$ cat src/hw/adc_seq_pkg.sv
// constants and types shared by the converter trigger and sequencer
package adc_seq_pkg;

    //--------------------------------------------------------------
    // register map and field positions
    //--------------------------------------------------------------
    localparam int          ADDR_W        = 4;
    localparam int          RESULT_W      = 10;
    localparam logic [3:0]  CSR_OFFSET    = 4'h0;
    localparam logic [3:0]  CTRL_OFFSET   = 4'h1;
    localparam logic [3:0]  DATA_BASE     = 4'h2;
    localparam int          DONE_BIT      = 7;
    localparam int          IEN_BIT       = 6;
    localparam int          START_BIT     = 5;
    localparam int          SCAN_BIT      = 4;
    localparam int          TRGSEL_LSB    = 6;
    localparam int          CKSEL_LSB     = 2;
    localparam logic [7:0]  CTRL_ONES     = 8'h33;
    localparam logic [3:0]  CHAN_RESET    = 4'h0;
    localparam logic [1:0]  TRGSEL_RESET  = 2'h0;
    localparam logic [1:0]  CKSEL_RESET   = 2'h0;

    //--------------------------------------------------------------
    // trigger source encodings
    //--------------------------------------------------------------
    localparam logic [1:0]  TRG_SOFTWARE   = 2'h0;
    localparam logic [1:0]  TRG_PULSE_UNIT = 2'h1;
    localparam logic [1:0]  TRG_TIMER8     = 2'h2;
    localparam logic [1:0]  TRG_EXTERNAL   = 2'h3;

    //--------------------------------------------------------------
    // timing in states (one state is one clock), by clock select
    //--------------------------------------------------------------
    typedef logic [7:0] count_t;
    localparam count_t DELAY_MIN_STATES [4] = '{8'h12, 8'h0a, 8'h06, 8'h04};
    localparam count_t DELAY_SPAN_MASK  [4] = '{8'h0f, 8'h07, 8'h03, 8'h01};
    localparam count_t SAMPLE_STATES    [4] = '{8'h7f, 8'h3f, 8'h1f, 8'h0f};
    localparam count_t SAR_STEP_STATES  [4] = '{8'h25, 8'h12, 8'h09, 8'h04};
    localparam count_t SINGLE_TAIL      [4] = '{8'h00, 8'h06, 8'h04, 8'h08};
    localparam count_t SCAN_TAIL        [4] = '{8'h0e, 8'h0c, 8'h06, 8'h08};

    //--------------------------------------------------------------
    // sequencer states
    //--------------------------------------------------------------
    typedef enum logic [4:0] {
        ST_IDLE    = 5'b00001,
        ST_DELAY   = 5'b00010,
        ST_SAMPLE  = 5'b00100,
        ST_CONVERT = 5'b01000,
        ST_TAIL    = 5'b10000
    } conv_state_e;

endpackage

$ cat src/hw/adc_trigger_and_sequencer.sv
// trigger selection, timing and channel sequencing for a 10-bit sar converter
//
// What this block does
// trigger select picks software, pulse, timer8, pin
// software changes trigger select only while stopped
// control bits 5,4,1,0 read one, ignore writes
// clock select sets conversion time 530..68
// software changes clock select only while stopped
// successive approximation, ten bit result
// software stops before changing mode or channel
// mode change and start in one write
// single mode converts selected channel once
// single result stored in channel's data register
// completion sets done flag, irq if enabled
// start reads one, clears itself at end
// scan starts at group first channel
// scan results stored per channel in order
// group end sets flag, irq, restarts group
// scan repeats until start cleared, then waits
// start delay, then sample, then approximation
// start delay 18-33, 10-17, 6-9, 4-5
// sampling 127, 63, 31, 15 states
// later scan conversions 512, 256, 128, 64
// done clears by zero write after read
// pin falling edge sets start bit
// pin synchronised and edge detected first
//
// The strobed register port and the address map were chosen for this implementation.
`timescale 1ns/1ns
`default_nettype none

module adc_trigger_and_sequencer
    import adc_seq_pkg::*;
#(
    parameter int NUM_CH = 10,                      // analog inputs served
    parameter int DATA_W = 16                       // register read width
) (
    input  wire logic                  i_clock,     // system clock
    input  wire logic                  i_rst_n,     // async reset, low
    input  wire logic [ADDR_W-1:0]     i_addr,      // register address
    input  wire logic [7:0]            i_wdata,     // write data
    input  wire logic                  i_wr,        // write strobe
    input  wire logic                  i_rd,        // read strobe
    output logic      [DATA_W-1:0]     o_rdata,     // read data, next cycle
    input  wire logic                  i_pulse_unit_trigger, // timer pulse
    input  wire logic                  i_timer8_trigger,     // timer pulse
    input  wire logic                  i_external_conversion_trigger_pin_n, // pin
    input  wire logic                  i_compare_above,      // comparator
    output logic                       o_sample_hold,        // sampling
    output logic      [RESULT_W-1:0]   o_trial_code,         // dac code
    output logic      [3:0]            o_channel,            // mux select
    output logic                       o_conversion_end_irq  // irq request
);

    //------------------------------------------------------------------
    // elaboration checks
    //------------------------------------------------------------------
    if (NUM_CH < 1 || NUM_CH > 12) begin : g_bad_ch
        $error("NUM_CH must lie in 1..12");
    end
    if (DATA_W < RESULT_W) begin : g_bad_w
        $error("DATA_W must hold a result");
    end

    //------------------------------------------------------------------
    // state
    //------------------------------------------------------------------
    conv_state_e          state;
    logic                 conversion_start_bit;
    logic                 conversion_done_flag;
    logic                 conversion_irq_enable;
    logic                 scan_mode;
    logic [3:0]           chan_sel;
    logic [1:0]           trigger_select;
    logic [1:0]           conversion_clock_select;
    logic                 done_read_armed;
    logic                 scan_later;
    logic [3:0]           cur_ch;
    logic [7:0]           cnt;
    logic [3:0]           bit_idx;
    logic [RESULT_W-1:0]  sar;
    logic [3:0]           prescale;
    logic [2:0]           pin_sync;
    logic [1:0]           cmp_sync;
    logic [RESULT_W-1:0]  result_mem [NUM_CH];

    //------------------------------------------------------------------
    // input synchronisers
    //------------------------------------------------------------------
    // pin passes two flops, third flop feeds the edge detector
    // the comparator answers a trial code three clocks late
    always_ff @(posedge i_clock or negedge i_rst_n) begin
        if (!i_rst_n) begin
            pin_sync <= 3'h7;
            cmp_sync <= 2'h0;
        end else begin
            pin_sync <= {pin_sync[1:0], i_external_conversion_trigger_pin_n};
            cmp_sync <= {cmp_sync[0], i_compare_above};
        end
    end

    // free running prescaler gives the start delay its phase spread
    always_ff @(posedge i_clock or negedge i_rst_n) begin
        if (!i_rst_n) begin
            prescale <= 4'h0;
        end else begin
            prescale <= prescale + 4'h1;
        end
    end

    //------------------------------------------------------------------
    // register decode
    //------------------------------------------------------------------
    wire       sel_csr   = (i_addr == CSR_OFFSET);
    wire       sel_ctrl  = (i_addr == CTRL_OFFSET);
    wire [3:0] data_idx  = i_addr - DATA_BASE;
    wire       sel_data  = (i_addr >= DATA_BASE) && (data_idx < 4'(NUM_CH));

    wire       wr_csr    = i_wr && sel_csr;
    wire       wr_ctrl   = i_wr && sel_ctrl;

    wire [7:0] csr_value  = {conversion_done_flag, conversion_irq_enable,
                             conversion_start_bit, scan_mode, chan_sel};
    wire [7:0] ctrl_value = CTRL_ONES
                          | {trigger_select, 2'h0, conversion_clock_select, 2'h0};

    // read mux, unmapped addresses read zero
    wire [DATA_W-1:0] read_value =
        sel_csr  ? DATA_W'(csr_value) :
        sel_ctrl ? DATA_W'(ctrl_value) :
        sel_data ? DATA_W'(result_mem[data_idx]) :
                   DATA_W'(0);

    //------------------------------------------------------------------
    // trigger selection
    //------------------------------------------------------------------
    wire pin_fall  = pin_sync[2] && !pin_sync[1];

    wire hw_trig   = (trigger_select == TRG_PULSE_UNIT && i_pulse_unit_trigger)
                   || (trigger_select == TRG_TIMER8 && i_timer8_trigger)
                   || (trigger_select == TRG_EXTERNAL && pin_fall);

    // a trigger while busy is lost
    wire sw_start  = wr_csr && i_wdata[START_BIT];
    wire sw_stop   = wr_csr && !i_wdata[START_BIT];
    wire start_evt = !conversion_start_bit && (sw_start || hw_trig);

    //------------------------------------------------------------------
    // sequencing decode
    //------------------------------------------------------------------
    wire [1:0] ck        = conversion_clock_select;
    wire [3:0] new_chan  = wr_csr ? i_wdata[3:0] : chan_sel;
    wire       new_scan  = wr_csr ? i_wdata[SCAN_BIT] : scan_mode;
    wire [3:0] first_ch  = new_scan ? {new_chan[3:2], 2'h0} : new_chan;
    wire [3:0] grp_first = {chan_sel[3:2], 2'h0};
    wire       grp_last  = (cur_ch[1:0] == chan_sel[1:0]);

    // start delay phase follows the write's timing
    wire [7:0] delay_ld  = DELAY_MIN_STATES[ck] - 8'h01
                         + ((~{4'h0, prescale}) & DELAY_SPAN_MASK[ck]);
    wire [7:0] tail_ld   = scan_later ? SCAN_TAIL[ck] : SINGLE_TAIL[ck];

    wire       cnt_zero  = (cnt == 8'h00);
    wire       finish    = (state == ST_TAIL) && cnt_zero;
    wire       group_end = finish && (!scan_mode || grp_last);

    wire [RESULT_W-1:0] sar_decided = cmp_sync[1] ? sar
                                    : (sar & ~(RESULT_W'(1) << bit_idx));

    //------------------------------------------------------------------
    // control and status bits
    //------------------------------------------------------------------
    // mode, channel, enable and control fields are plain writes
    always_ff @(posedge i_clock or negedge i_rst_n) begin
        if (!i_rst_n) begin
            conversion_irq_enable   <= 1'b0;
            scan_mode               <= 1'b0;
            chan_sel                <= CHAN_RESET;
            trigger_select          <= TRGSEL_RESET;
            conversion_clock_select <= CKSEL_RESET;
        end else begin
            if (wr_csr) begin
                conversion_irq_enable <= i_wdata[IEN_BIT];
                scan_mode             <= i_wdata[SCAN_BIT];
                chan_sel              <= i_wdata[3:0];
            end

            if (wr_ctrl) begin
                trigger_select          <= i_wdata[TRGSEL_LSB +: 2];
                conversion_clock_select <= i_wdata[CKSEL_LSB +: 2];
            end
        end
    end

    // done flag: set wins over clear; clear needs a prior read of one
    always_ff @(posedge i_clock or negedge i_rst_n) begin
        if (!i_rst_n) begin
            conversion_done_flag <= 1'b0;
            done_read_armed      <= 1'b0;
        end else begin
            if (group_end) begin
                conversion_done_flag <= 1'b1;
            end else if (wr_csr && !i_wdata[DONE_BIT] && done_read_armed) begin
                conversion_done_flag <= 1'b0;
            end

            if (i_rd && sel_csr && conversion_done_flag) begin
                done_read_armed <= 1'b1;
            end else if (wr_csr || !conversion_done_flag) begin
                done_read_armed <= 1'b0;
            end
        end
    end

    //------------------------------------------------------------------
    // sequencer
    //------------------------------------------------------------------
    // stop wins over start; one state per clock
    always_ff @(posedge i_clock or negedge i_rst_n) begin
        if (!i_rst_n) begin
            state                <= ST_IDLE;
            conversion_start_bit <= 1'b0;
            scan_later           <= 1'b0;
            cur_ch               <= 4'h0;
            cnt                  <= 8'h00;
            bit_idx              <= 4'h0;
            sar                  <= '0;
        end else if (sw_stop) begin
            state                <= ST_IDLE;
            conversion_start_bit <= 1'b0;
        end else if (start_evt) begin
            state                <= ST_DELAY;
            conversion_start_bit <= 1'b1;
            scan_later           <= 1'b0;
            cur_ch               <= first_ch;
            cnt                  <= delay_ld;
        end else begin
            case (state)
                // wait for a start
                ST_IDLE: begin
                    cnt <= 8'h00;
                end

                // start delay
                ST_DELAY: begin
                    if (cnt_zero) begin
                        state <= ST_SAMPLE;
                        cnt   <= SAMPLE_STATES[ck] - 8'h01;
                    end else begin
                        cnt <= cnt - 8'h01;
                    end
                end

                // hold the input
                ST_SAMPLE: begin
                    if (cnt_zero) begin
                        state   <= ST_CONVERT;
                        sar     <= RESULT_W'(1) << (RESULT_W - 1);
                        bit_idx <= 4'(RESULT_W - 1);
                        cnt     <= SAR_STEP_STATES[ck] - 8'h01;
                    end else begin
                        cnt <= cnt - 8'h01;
                    end
                end

                // one bit per step
                ST_CONVERT: begin
                    if (cnt_zero) begin
                        if (bit_idx == 4'h0) begin
                            sar   <= sar_decided;
                            state <= ST_TAIL;
                            cnt   <= tail_ld;
                        end else begin
                            sar     <= sar_decided
                                     | (RESULT_W'(1) << (bit_idx - 4'h1));
                            bit_idx <= bit_idx - 4'h1;
                            cnt     <= SAR_STEP_STATES[ck] - 8'h01;
                        end
                    end else begin
                        cnt <= cnt - 8'h01;
                    end
                end

                // settle, then store
                ST_TAIL: begin
                    if (!cnt_zero) begin
                        cnt <= cnt - 8'h01;
                    end else if (!scan_mode) begin
                        state                <= ST_IDLE;
                        conversion_start_bit <= 1'b0;
                    end else begin
                        state      <= ST_SAMPLE;
                        scan_later <= 1'b1;
                        cur_ch     <= grp_last ? grp_first
                                               : cur_ch + 4'h1;
                        cnt        <= SAMPLE_STATES[ck] - 8'h01;
                    end
                end

                // stray codes idle
                default: begin
                    state <= ST_IDLE;
                end
            endcase
        end
    end

    //------------------------------------------------------------------
    // result storage
    //------------------------------------------------------------------
    // the finished code lands in the register of the converted channel
    // a stopped conversion keeps the old result
    always_ff @(posedge i_clock or negedge i_rst_n) begin
        if (!i_rst_n) begin
            for (int i = 0; i < NUM_CH; i++) begin
                result_mem[i] <= '0;
            end
        end else if (finish && !sw_stop && !start_evt
                     && cur_ch < 4'(NUM_CH)) begin
            result_mem[cur_ch] <= sar;
        end
    end

    //------------------------------------------------------------------
    // registered outputs
    //------------------------------------------------------------------
    // outputs come straight from flops
    always_ff @(posedge i_clock or negedge i_rst_n) begin
        if (!i_rst_n) begin
            o_rdata              <= '0;
            o_sample_hold        <= 1'b0;
            o_trial_code         <= '0;
            o_channel            <= 4'h0;
            o_conversion_end_irq <= 1'b0;
        end else begin
            o_rdata              <= i_rd ? read_value : '0;
            o_sample_hold        <= (state == ST_SAMPLE);
            o_trial_code         <= sar;
            o_channel            <= cur_ch;
            o_conversion_end_irq <= conversion_done_flag
                                  && conversion_irq_enable;
        end
    end

endmodule // adc_trigger_and_sequencer

`default_nettype wire

$ cat config.mk
export PLATFORM = sky130hd
export DESIGN_NAME = adc_trigger_and_sequencer
export DESIGN_NICKNAME = d
export VERILOG_FILES = /design/src/hw/adc_seq_pkg.sv /design/src/hw/adc_trigger_and_sequencer.sv
export SDC_FILE = /design/constraint.sdc
export NUM_CORES = 1
export LEC_CHECK = 0
export ABC_AREA = 1
export BUFFER_PORTS_ARGS = -buffer_cell sky130_fd_sc_hd__buf_2
export CAP_MARGIN = 20
export CORE_MARGIN = 8
export CORE_UTILIZATION = 45
export CTS_CLUSTER_SIZE = 8
export DETAILED_ROUTE_END_ITERATION = 10
export PLACE_DENSITY = 0.59
export SLEW_MARGIN = 20
export SYNTH_ARGS = -nofsm -noshare
export SYNTH_HDL_FRONTEND = slang
export SYNTH_SLANG_ARGS = --single-unit
export TNS_END_PERCENT = 30
$ cat constraint.sdc
create_clock -name i_clock -period 3.65 [get_ports i_clock]
set_clock_uncertainty 0.05 [all_clocks]
set_input_delay 0.73 -clock i_clock [delete_from_list [all_inputs] [get_ports i_clock]]
set_output_delay 0.73 -clock i_clock [all_outputs]
set_load 0.01 [all_outputs]
==> results.ini, run 1 <==
[run_status]
status=finished clean

[timing]
finalHoldViolCount=0
rsz0062_at_grt=no
max_freq_ghz=0.336
fin_crit_ns=2.97
worstMarginPinSlew_ns=1.03
setup_viol=0
finalMaxSlewViolations=0
tns_ns=0
period_share_pct=81.5
slew_headroom_pct=31.2

[yosys]
ys.warnings.count=0
synth_edf_count=0
synthArstFlopShare_pct=100
synth_cells=1229
avgSynthCellArea_um2=7.54
synth_area_mm2=0.00927
synth_seq_area_share_pct=48.7
synth_cell_types=39
ys_ff_latch=180
yosys_most_used_dff=dfrtp_1

[grt]
antenna_found_initial=0
grtUsageTotal_pct=20.5
gr-total-overflow=0
grt_max_degree=89
grt_pass1_vias=7984
grt_pass1_wl_um=42000

[final_layout]
drive_above_1_share_pct=10.2
num_antenna_cells=0
fillers=2011
regArea_mm2=0.00451
area_delta_synth_final_pct=11.6
nets=1312
multi_input_comb_area_mm2=0.00421

[route]
avgViaCountPerCell=5.13
vias=7952
drcViolationCount=0
routed_wl_um=25600
post_drt_wl_per_cell_um=16.5
drt_pass1_iterations=6
ant_nets=0
drt_iter0_markers=647

[power]
peakVddDrop_v=0.000286
p_leak_nw=5.62
power.density_mw_per_mm2=619
finalPower_mw=6.41

[worst_setup_path]
cp_max_fo=33
worst_ep_arrival_time_ns=3.23
crit_path_start=i_addr[0]
path_class=in2reg
start_kind=primary input
critPathRequiredTime_ns=3.90
r2r_start=cnt[0]$_DFFE_PN0P_
cp-end-kind=flop

[min_path]
hp-class=in2async

[cts]
clk_latency_ns=0.44
cts_tree=yes
cts_buffer_depth=2
cts-root-buf=clkbuf_16
cts_buffers=17
clkTransAtPathRegs_ns=0.08
h-tree-depth=4
post-cts-setup-buffers=0
ctsHoldBuffers=0
clock_sinks=180
cts_resized=0

[floorplan]
rows=52
die_w_um=160
coreArea_mm2=0.0202
fp.dieH_um=160
dieArea_mm2=0.0254
initial_core_util_pct=45.8
ioPinCount=52

[placement]
gp_congestion=0.852
port_buffers=45
hpwlAfterDp_um=18000

[run]
drv_cap=0

-- worst max-delay path: stages --
cell and delay [ns]:
buf_2 0.27, buf_4 0.35, clkinv_1 0.87, nand2_1 0.26
nand3_1 0.16, nand3_1 0.18, nand2_1 0.11, a21oi_1 0.17
o21ai_0 0.12
-- cell families after synthesis --
family / share of synthesized area (%)
AO/OA/AOI/OAI: 6.81
XOR/XNOR: 1.42
adder cells (fa/ha/maj): 3.24
buffers and inverters: 6.09
flip-flops: 48.7
multiplexers: 0.446
other: 0.0405
AND/OR/NAND/NOR: 33.3
-- flip-flops by register name (all words and copies together) (netlist names) --
signal                 flops
result_mem               100
o_rdata                   10
o_trial_code              10
sar                       10
cnt                        8
state                      5
bit_idx                    4
chan_sel                   4
cur_ch                     4
o_channel                  4
prescale                   4
pin_sync                   3
ck                         2
cmp_sync                   2
trigger_select             2
conversion_done_flag       1
conversion_irq_enable      1
conversion_start_bit       1
done_read_armed            1
o_conversion_end_irq       1
o_sample_hold              1
scan_later                 1
scan_mode                  1
-- stage by stage --
step	utilization, %	cells	setup slack (ns)	instance area [µm²]	hold slack, ns
2_1_floorplan	-	1234	1.54	9290	0.281
3_3_place_gp	48.2	1519	0.527	9760	0.286
3_5_place_dp	48.2	1519	0.538	9760	0.286
4_1_cts	51.1	1551	0.969	10300	0.297
5_1_grt	51.1	1551	0.483	10300	0.313
6_report	51.1	1551	0.677	10300	0.262
-- layer usage --
metal  share of wire [%]  vias up  GRT usage [%]
met3                 4.6       45           4.08
met4                 2.6        0           7.33
li1                    -     3941              -
met5                   0        -              0
met1                  47     3742           27.9
met2                  45      224           32.0
-- worst paths after layout --
| path | cells past startpoint | slack, ns | to |
|---|---|---|---|
| setup / recovery | 9 | 0.68 | o_rdata[1]$_DFF_PN0_ |
| hold / removal | 1 | 0.26 | result_mem[58]$_DFFE_PN0P_ |
| setup reg to reg | 13 | 1.03 | result_mem[16]$_DFFE_PN0P_ |
| hold reg to reg | 0 | 0.30 | cmp_sync[1]$_DFF_PN0_ |
| max in group asynchronous | 2 | 2.37 | cnt[3]$_DFFE_PN0P_ |
| min in group i_clock | 0 | 0.30 | cmp_sync[1]$_DFF_PN0_ |
-- report_power, final --
group | internal (mW) | switching [mW]
clock network | 1.03 | 0.829
logic | 0.633 | 1.35
registers | 2.24 | 0.326
total | 3.90 | 2.50
-- cells in the mapped netlist (all sizes together), types with 9 or more instances --
master  number  area [µm²]
nor2       113         452
clkbuf      19        71.3
nand3       86         460
ha          24         300
a21oi       15        78.8
inv         89         334
nor3        13        98.9
dfrtp      176        4400
a31oi        9        56.3
xor2        10        87.6
nand2      529        1990
o21ai       77         385
buf         26         155
-- cells in the final DEF, fill, tap and decap left out, types with 14 or more instances in the layout --
cell | Yosys | routed
inv_1 | 79 | 78
a21oi_1 | 14 | 14
o21ai_0 | 69 | 69
dfrtp_1 | 176 | 176
nand3_1 | 80 | 80
buf_2 | 16 | 44
clkbuf_16 | 0 | 17
nand2_1 | 529 | 529
nor2_1 | 104 | 104
buf_4 | 8 | 14
ha_1 | 24 | 24
-- final cells by class --
cell class                      count  share of cell area [%]
Clock buffer                       18                    4.25
Clock inverter                     14                    1.44
Inverter                           90                    3.27
Multi-Input combinational cell    919                    40.7
Sequential cell                   180                    43.6
Tap cell                          270                    3.27
Timing Repair Buffer               60                    3.47
No activity file was read; power rests on OpenSTA's default activity.
==> inputs of run 2 (changes only) <==
ABC_AREA = 0   (was 1)
PLACE_DENSITY = 0.61   (was 0.59)
clock period = 2.4 ns   (was 3.65 ns; I/O delays follow)
==> run 2 against run 1 <==
  * Register-to-register slack worse by 0.97 ns
  * Worst setup slack worse by 0.62 ns
  * Final area up 4.9%
  * Synthesized cell count down 40%
  * Final cell count down 27%
  * Wire length down 11%
  * Total power up 31%
  * Highest routed layer unchanged
==> results.ini, run 2 <==
[run_status]
status=finished clean  ; unchanged

[yosys]
synth_cells=740  ; was 1,229
synth_seq_area_share_pct=50.6  ; was 48.7%
synth_most_common_cell=dfrtp_1  ; was nand2_1
ys.warnings.count=0  ; unchanged
avgSynthCellArea_um2=12.0  ; was 7.54 µm²
ys_top_cells_by_area=dfrtp_1, mux2_2, mux2i_1  ; was dfrtp_1, nand2_1, nand3_1
synth_area_mm2=0.00892  ; was 0.00927 mm²
yosys-top-cells-count=dfrtp_1, mux2_2, o21ai_0  ; was nand2_1, dfrtp_1, nor2_1
yosys_most_used_dff=dfrtp_1  ; unchanged
synth_edf_count=0  ; unchanged
netlist.top_cell.by_area=dfrtp_1  ; unchanged
synthArstFlopShare_pct=100  ; unchanged
ys_ff_latch=180  ; unchanged
synth_cell_types=63  ; was 39
synth_top_area_share_pct=49.4  ; was 47.5%

[timing]
max_freq_ghz=0.428
worstMarginPinSlew_ns=0.604  ; was 1.03 ns
tns_ns=0  ; unchanged
fin_crit_ns=2.34
setup_viol=0  ; unchanged
rsz0062_at_grt=yes  ; was no
finalHoldViolCount=0  ; unchanged
period_share_pct=97.5
fin_hold_ws_ns=0.101  ; was 0.262 ns
finalMaxSlewViolations=0  ; unchanged
slew_headroom_pct=59.8  ; was 31.2%

[final_layout]
drive_above_1_share_pct=38.8  ; was 10.2%
final_cell_mix=dfrtp_1, mux2_2, buf_4  ; was nand2_1, dfrtp_1, nor2_1
area_delta_synth_final_pct=21.7  ; was 11.6%
final_area_mm2=0.0108  ; was 0.0103 mm²
final_cells=1137  ; was 1,551
largest_reg_flops=100  ; unchanged
num_antenna_cells=0  ; unchanged
utilization_pct=55.7  ; was 51.1%
regMostFlops=result_mem  ; unchanged
nets=903  ; was 1,312
final_common_cell=dfrtp_1  ; was nand2_1
fillers=1672  ; was 2,011

[placement]
hpwlAfterDp_um=16400  ; was 18,000 µm
gp_congestion=0.907  ; was 0.852
placed_cells=1103  ; was 1,519
port_buffers=45  ; unchanged
placed_area_mm2=0.0101  ; was 0.00976 mm²

[cts]
cts_tree=yes  ; unchanged
clk_latency_ns=0.43  ; was 0.44 ns
cts_buffers=17  ; unchanged
h-tree-depth=4  ; unchanged
clock_sinks=180  ; unchanged
cts-root-buf=clkbuf_16  ; unchanged
clkTransAtPathRegs_ns=0.07  ; was 0.08 ns
cts_buffer_depth=2  ; unchanged

[floorplan]
initial_core_util_pct=45.8  ; about the same
ioPinCount=52  ; unchanged
fp.dieH_um=157  ; was 160 µm
dieArea_mm2=0.0246  ; was 0.0254 mm²
coreArea_mm2=0.0195  ; was 0.0202 mm²
die_w_um=157  ; was 160 µm
rows=51  ; was 52

[grt]
grt_pass1_vias=6745  ; was 7,984
grt_pass1_wl_um=36600  ; was 42,000 µm
grtUsageTotal_pct=19.5  ; was 20.5%
grt_max_degree=55  ; was 89
gr-total-overflow=0  ; unchanged
antenna_found_initial=0  ; unchanged

[route]
drt_pass1_iterations=4  ; was 6
ant_nets=0  ; unchanged
drcViolationCount=0  ; unchanged
routed_wl_um=22900  ; was 25,600 µm
avgViaCountPerCell=5.57  ; was 5.13
vias=6337  ; was 7,952
drt_iter0_markers=409  ; was 647
post_drt_wl_per_cell_um=20.1  ; was 16.5 µm

[worst_setup_path]
r2r_start=cnt[0]$_DFFE_PN0P_  ; unchanged
crit_path_start=cnt[0]$_DFFE_PN0P_  ; was i_addr[0]
cp-end-kind=flop  ; unchanged
path_class=reg2reg  ; was in2reg
worst_ep_arrival_time_ns=2.61  ; was 3.23 ns
r2r_setup_slack_ns=0.06  ; was 1.03 ns
critPathRequiredTime_ns=2.67  ; was 3.90 ns
start_kind=flop  ; was primary input
cp_max_fo=13  ; was 33

[min_path]
hp-class=in2reg  ; was in2async
min_from=i_external_conversion_trigger_pin_n

[power]
peakVddDrop_v=0.000509  ; was 0.000286 V
pwr-share-seq_pct=40.5  ; was 40.0%
p_comb_share_pct=23.6  ; was 30.9%
clkPwrFrac_pct=35.9  ; was 29.1%
p_sw_share_pct=30.0  ; was 39.1%
power.density_mw_per_mm2=773  ; was 619 mW/mm²
p_int_mw=5.87  ; was 3.90 mW
power.switching_mw=2.51  ; was 2.50 mW
p_leak_nw=5.24  ; was 5.62 nW

[run]
drv_cap=0  ; unchanged

## run 2: cell count changes after synthesis, moves of 10 or more
| cell | before | now |
|---|---|---|
| a21oi_1 | 14 | 24 |
| mux4_2 | 0 | 12 |
| inv_2 | 10 | 0 |
| inv_1 | 79 | 25 |
| mux2i_1 | 3 | 29 |
| and3_1 | 0 | 13 |
| nand3_1 | 80 | 18 |
| nor2_1 | 104 | 28 |
| mux2_2 | 1 | 120 |
| o21ai_0 | 69 | 37 |
| nand2_1 | 529 | 36 |
## run 2: cell families after synthesis
logic type	after synthesis	synth area share, %
fa+ha+maj	23	3.23
other cells	1	0.0421
compound gates	137	10.1
flops	180	50.6
xor+xnor	18	1.77
simple gates	152	9.49
mux	161	21.4
buf+inv	68	3.35
## run 2: path summary, 6_finish.rpt
check                                              to  cells past startpoint
max                                cnt[3]$_DFFE_PN0P_                      9
min                             pin_sync[0]$_DFF_PN1_                      1
max reg2reg                        cnt[3]$_DFFE_PN0P_                      9
min reg2reg                     cmp_sync[1]$_DFF_PN0_                      0
max in group asynchronous        o_rdata[3]$_DFF_PN0_                      3
min in group asynchronous  result_mem[28]$_DFFE_PN0P_                      2
## run 2: critical path, cell delays in order, from the launching register on
cell and delay [ns]:
dfrtp_1 0.38, inv_1 0.08, ha_1 0.19, nor3b_4 0.26
nand2_1 0.10, buf_4 0.20, a21oi_1 0.22, o211ai_1 0.17
a32o_1 0.30, mux2_2 0.26
## run 2: layer usage
layer  GRT usage, %  vias to the layer above  part of all wire, %
met3           4.27                       30                  3.6
li1               -                     2942                    -
met1           24.1                     3241                   44
met4           5.68                        0                  1.7
met2           33.4                      124                   50
met5              0                        -                    0
## run 2: final cells by class
type / instances / area (µm²) / share of cell area [%]
Clock buffer: 18 / 439 / 4.05
Inverter: 25 / 93.8 / 0.865
Multi-Input combinational cell: 497 / 4200 / 38.7
Tap cell: 265 / 332 / 3.06
Clock inverter: 13 / 195 / 1.80
Sequential cell: 180 / 4510 / 41.6
Timing Repair Buffer: 139 / 1080 / 9.93
## run 2: repair_timing
item                                    4_1_cts  5_1_grt
hold buffers                                  1        0
setup buffers                                 1        1
endpoints found under the hold margin        29        0
endpoints found under the setup margin       40      113
pin swaps                                     1        2
gates resized for setup                       0       15
## run 2: metrics by stage
| step | setup WS [ns] | power [mW] |
|---|---|---|
| floorplan | -0.0742 | 4.51 |
| global placement | 0.00735 | 5.34 |
| detailed placement | -0.0818 | 5.35 |
| CTS | 0.00475 | 8.38 |
| global route | -0.0178 | 8.78 |
| finish | 0.0611 | 8.38 |
## run 2: power by group through the flow
| stage | Sequential [mW] | Combinational [mW] | Clock, mW |
|---|---|---|---|
| finish | 3.40 | 1.98 | 3.01 |
| global route | 3.42 | 2.17 | 3.19 |
| CTS | 3.40 | 1.92 | 3.07 |
| detailed placement | 3.46 | 1.90 | 0 |
| global placement | 3.45 | 1.88 | 0 |
| floorplan | 3.42 | 1.09 | 0 |
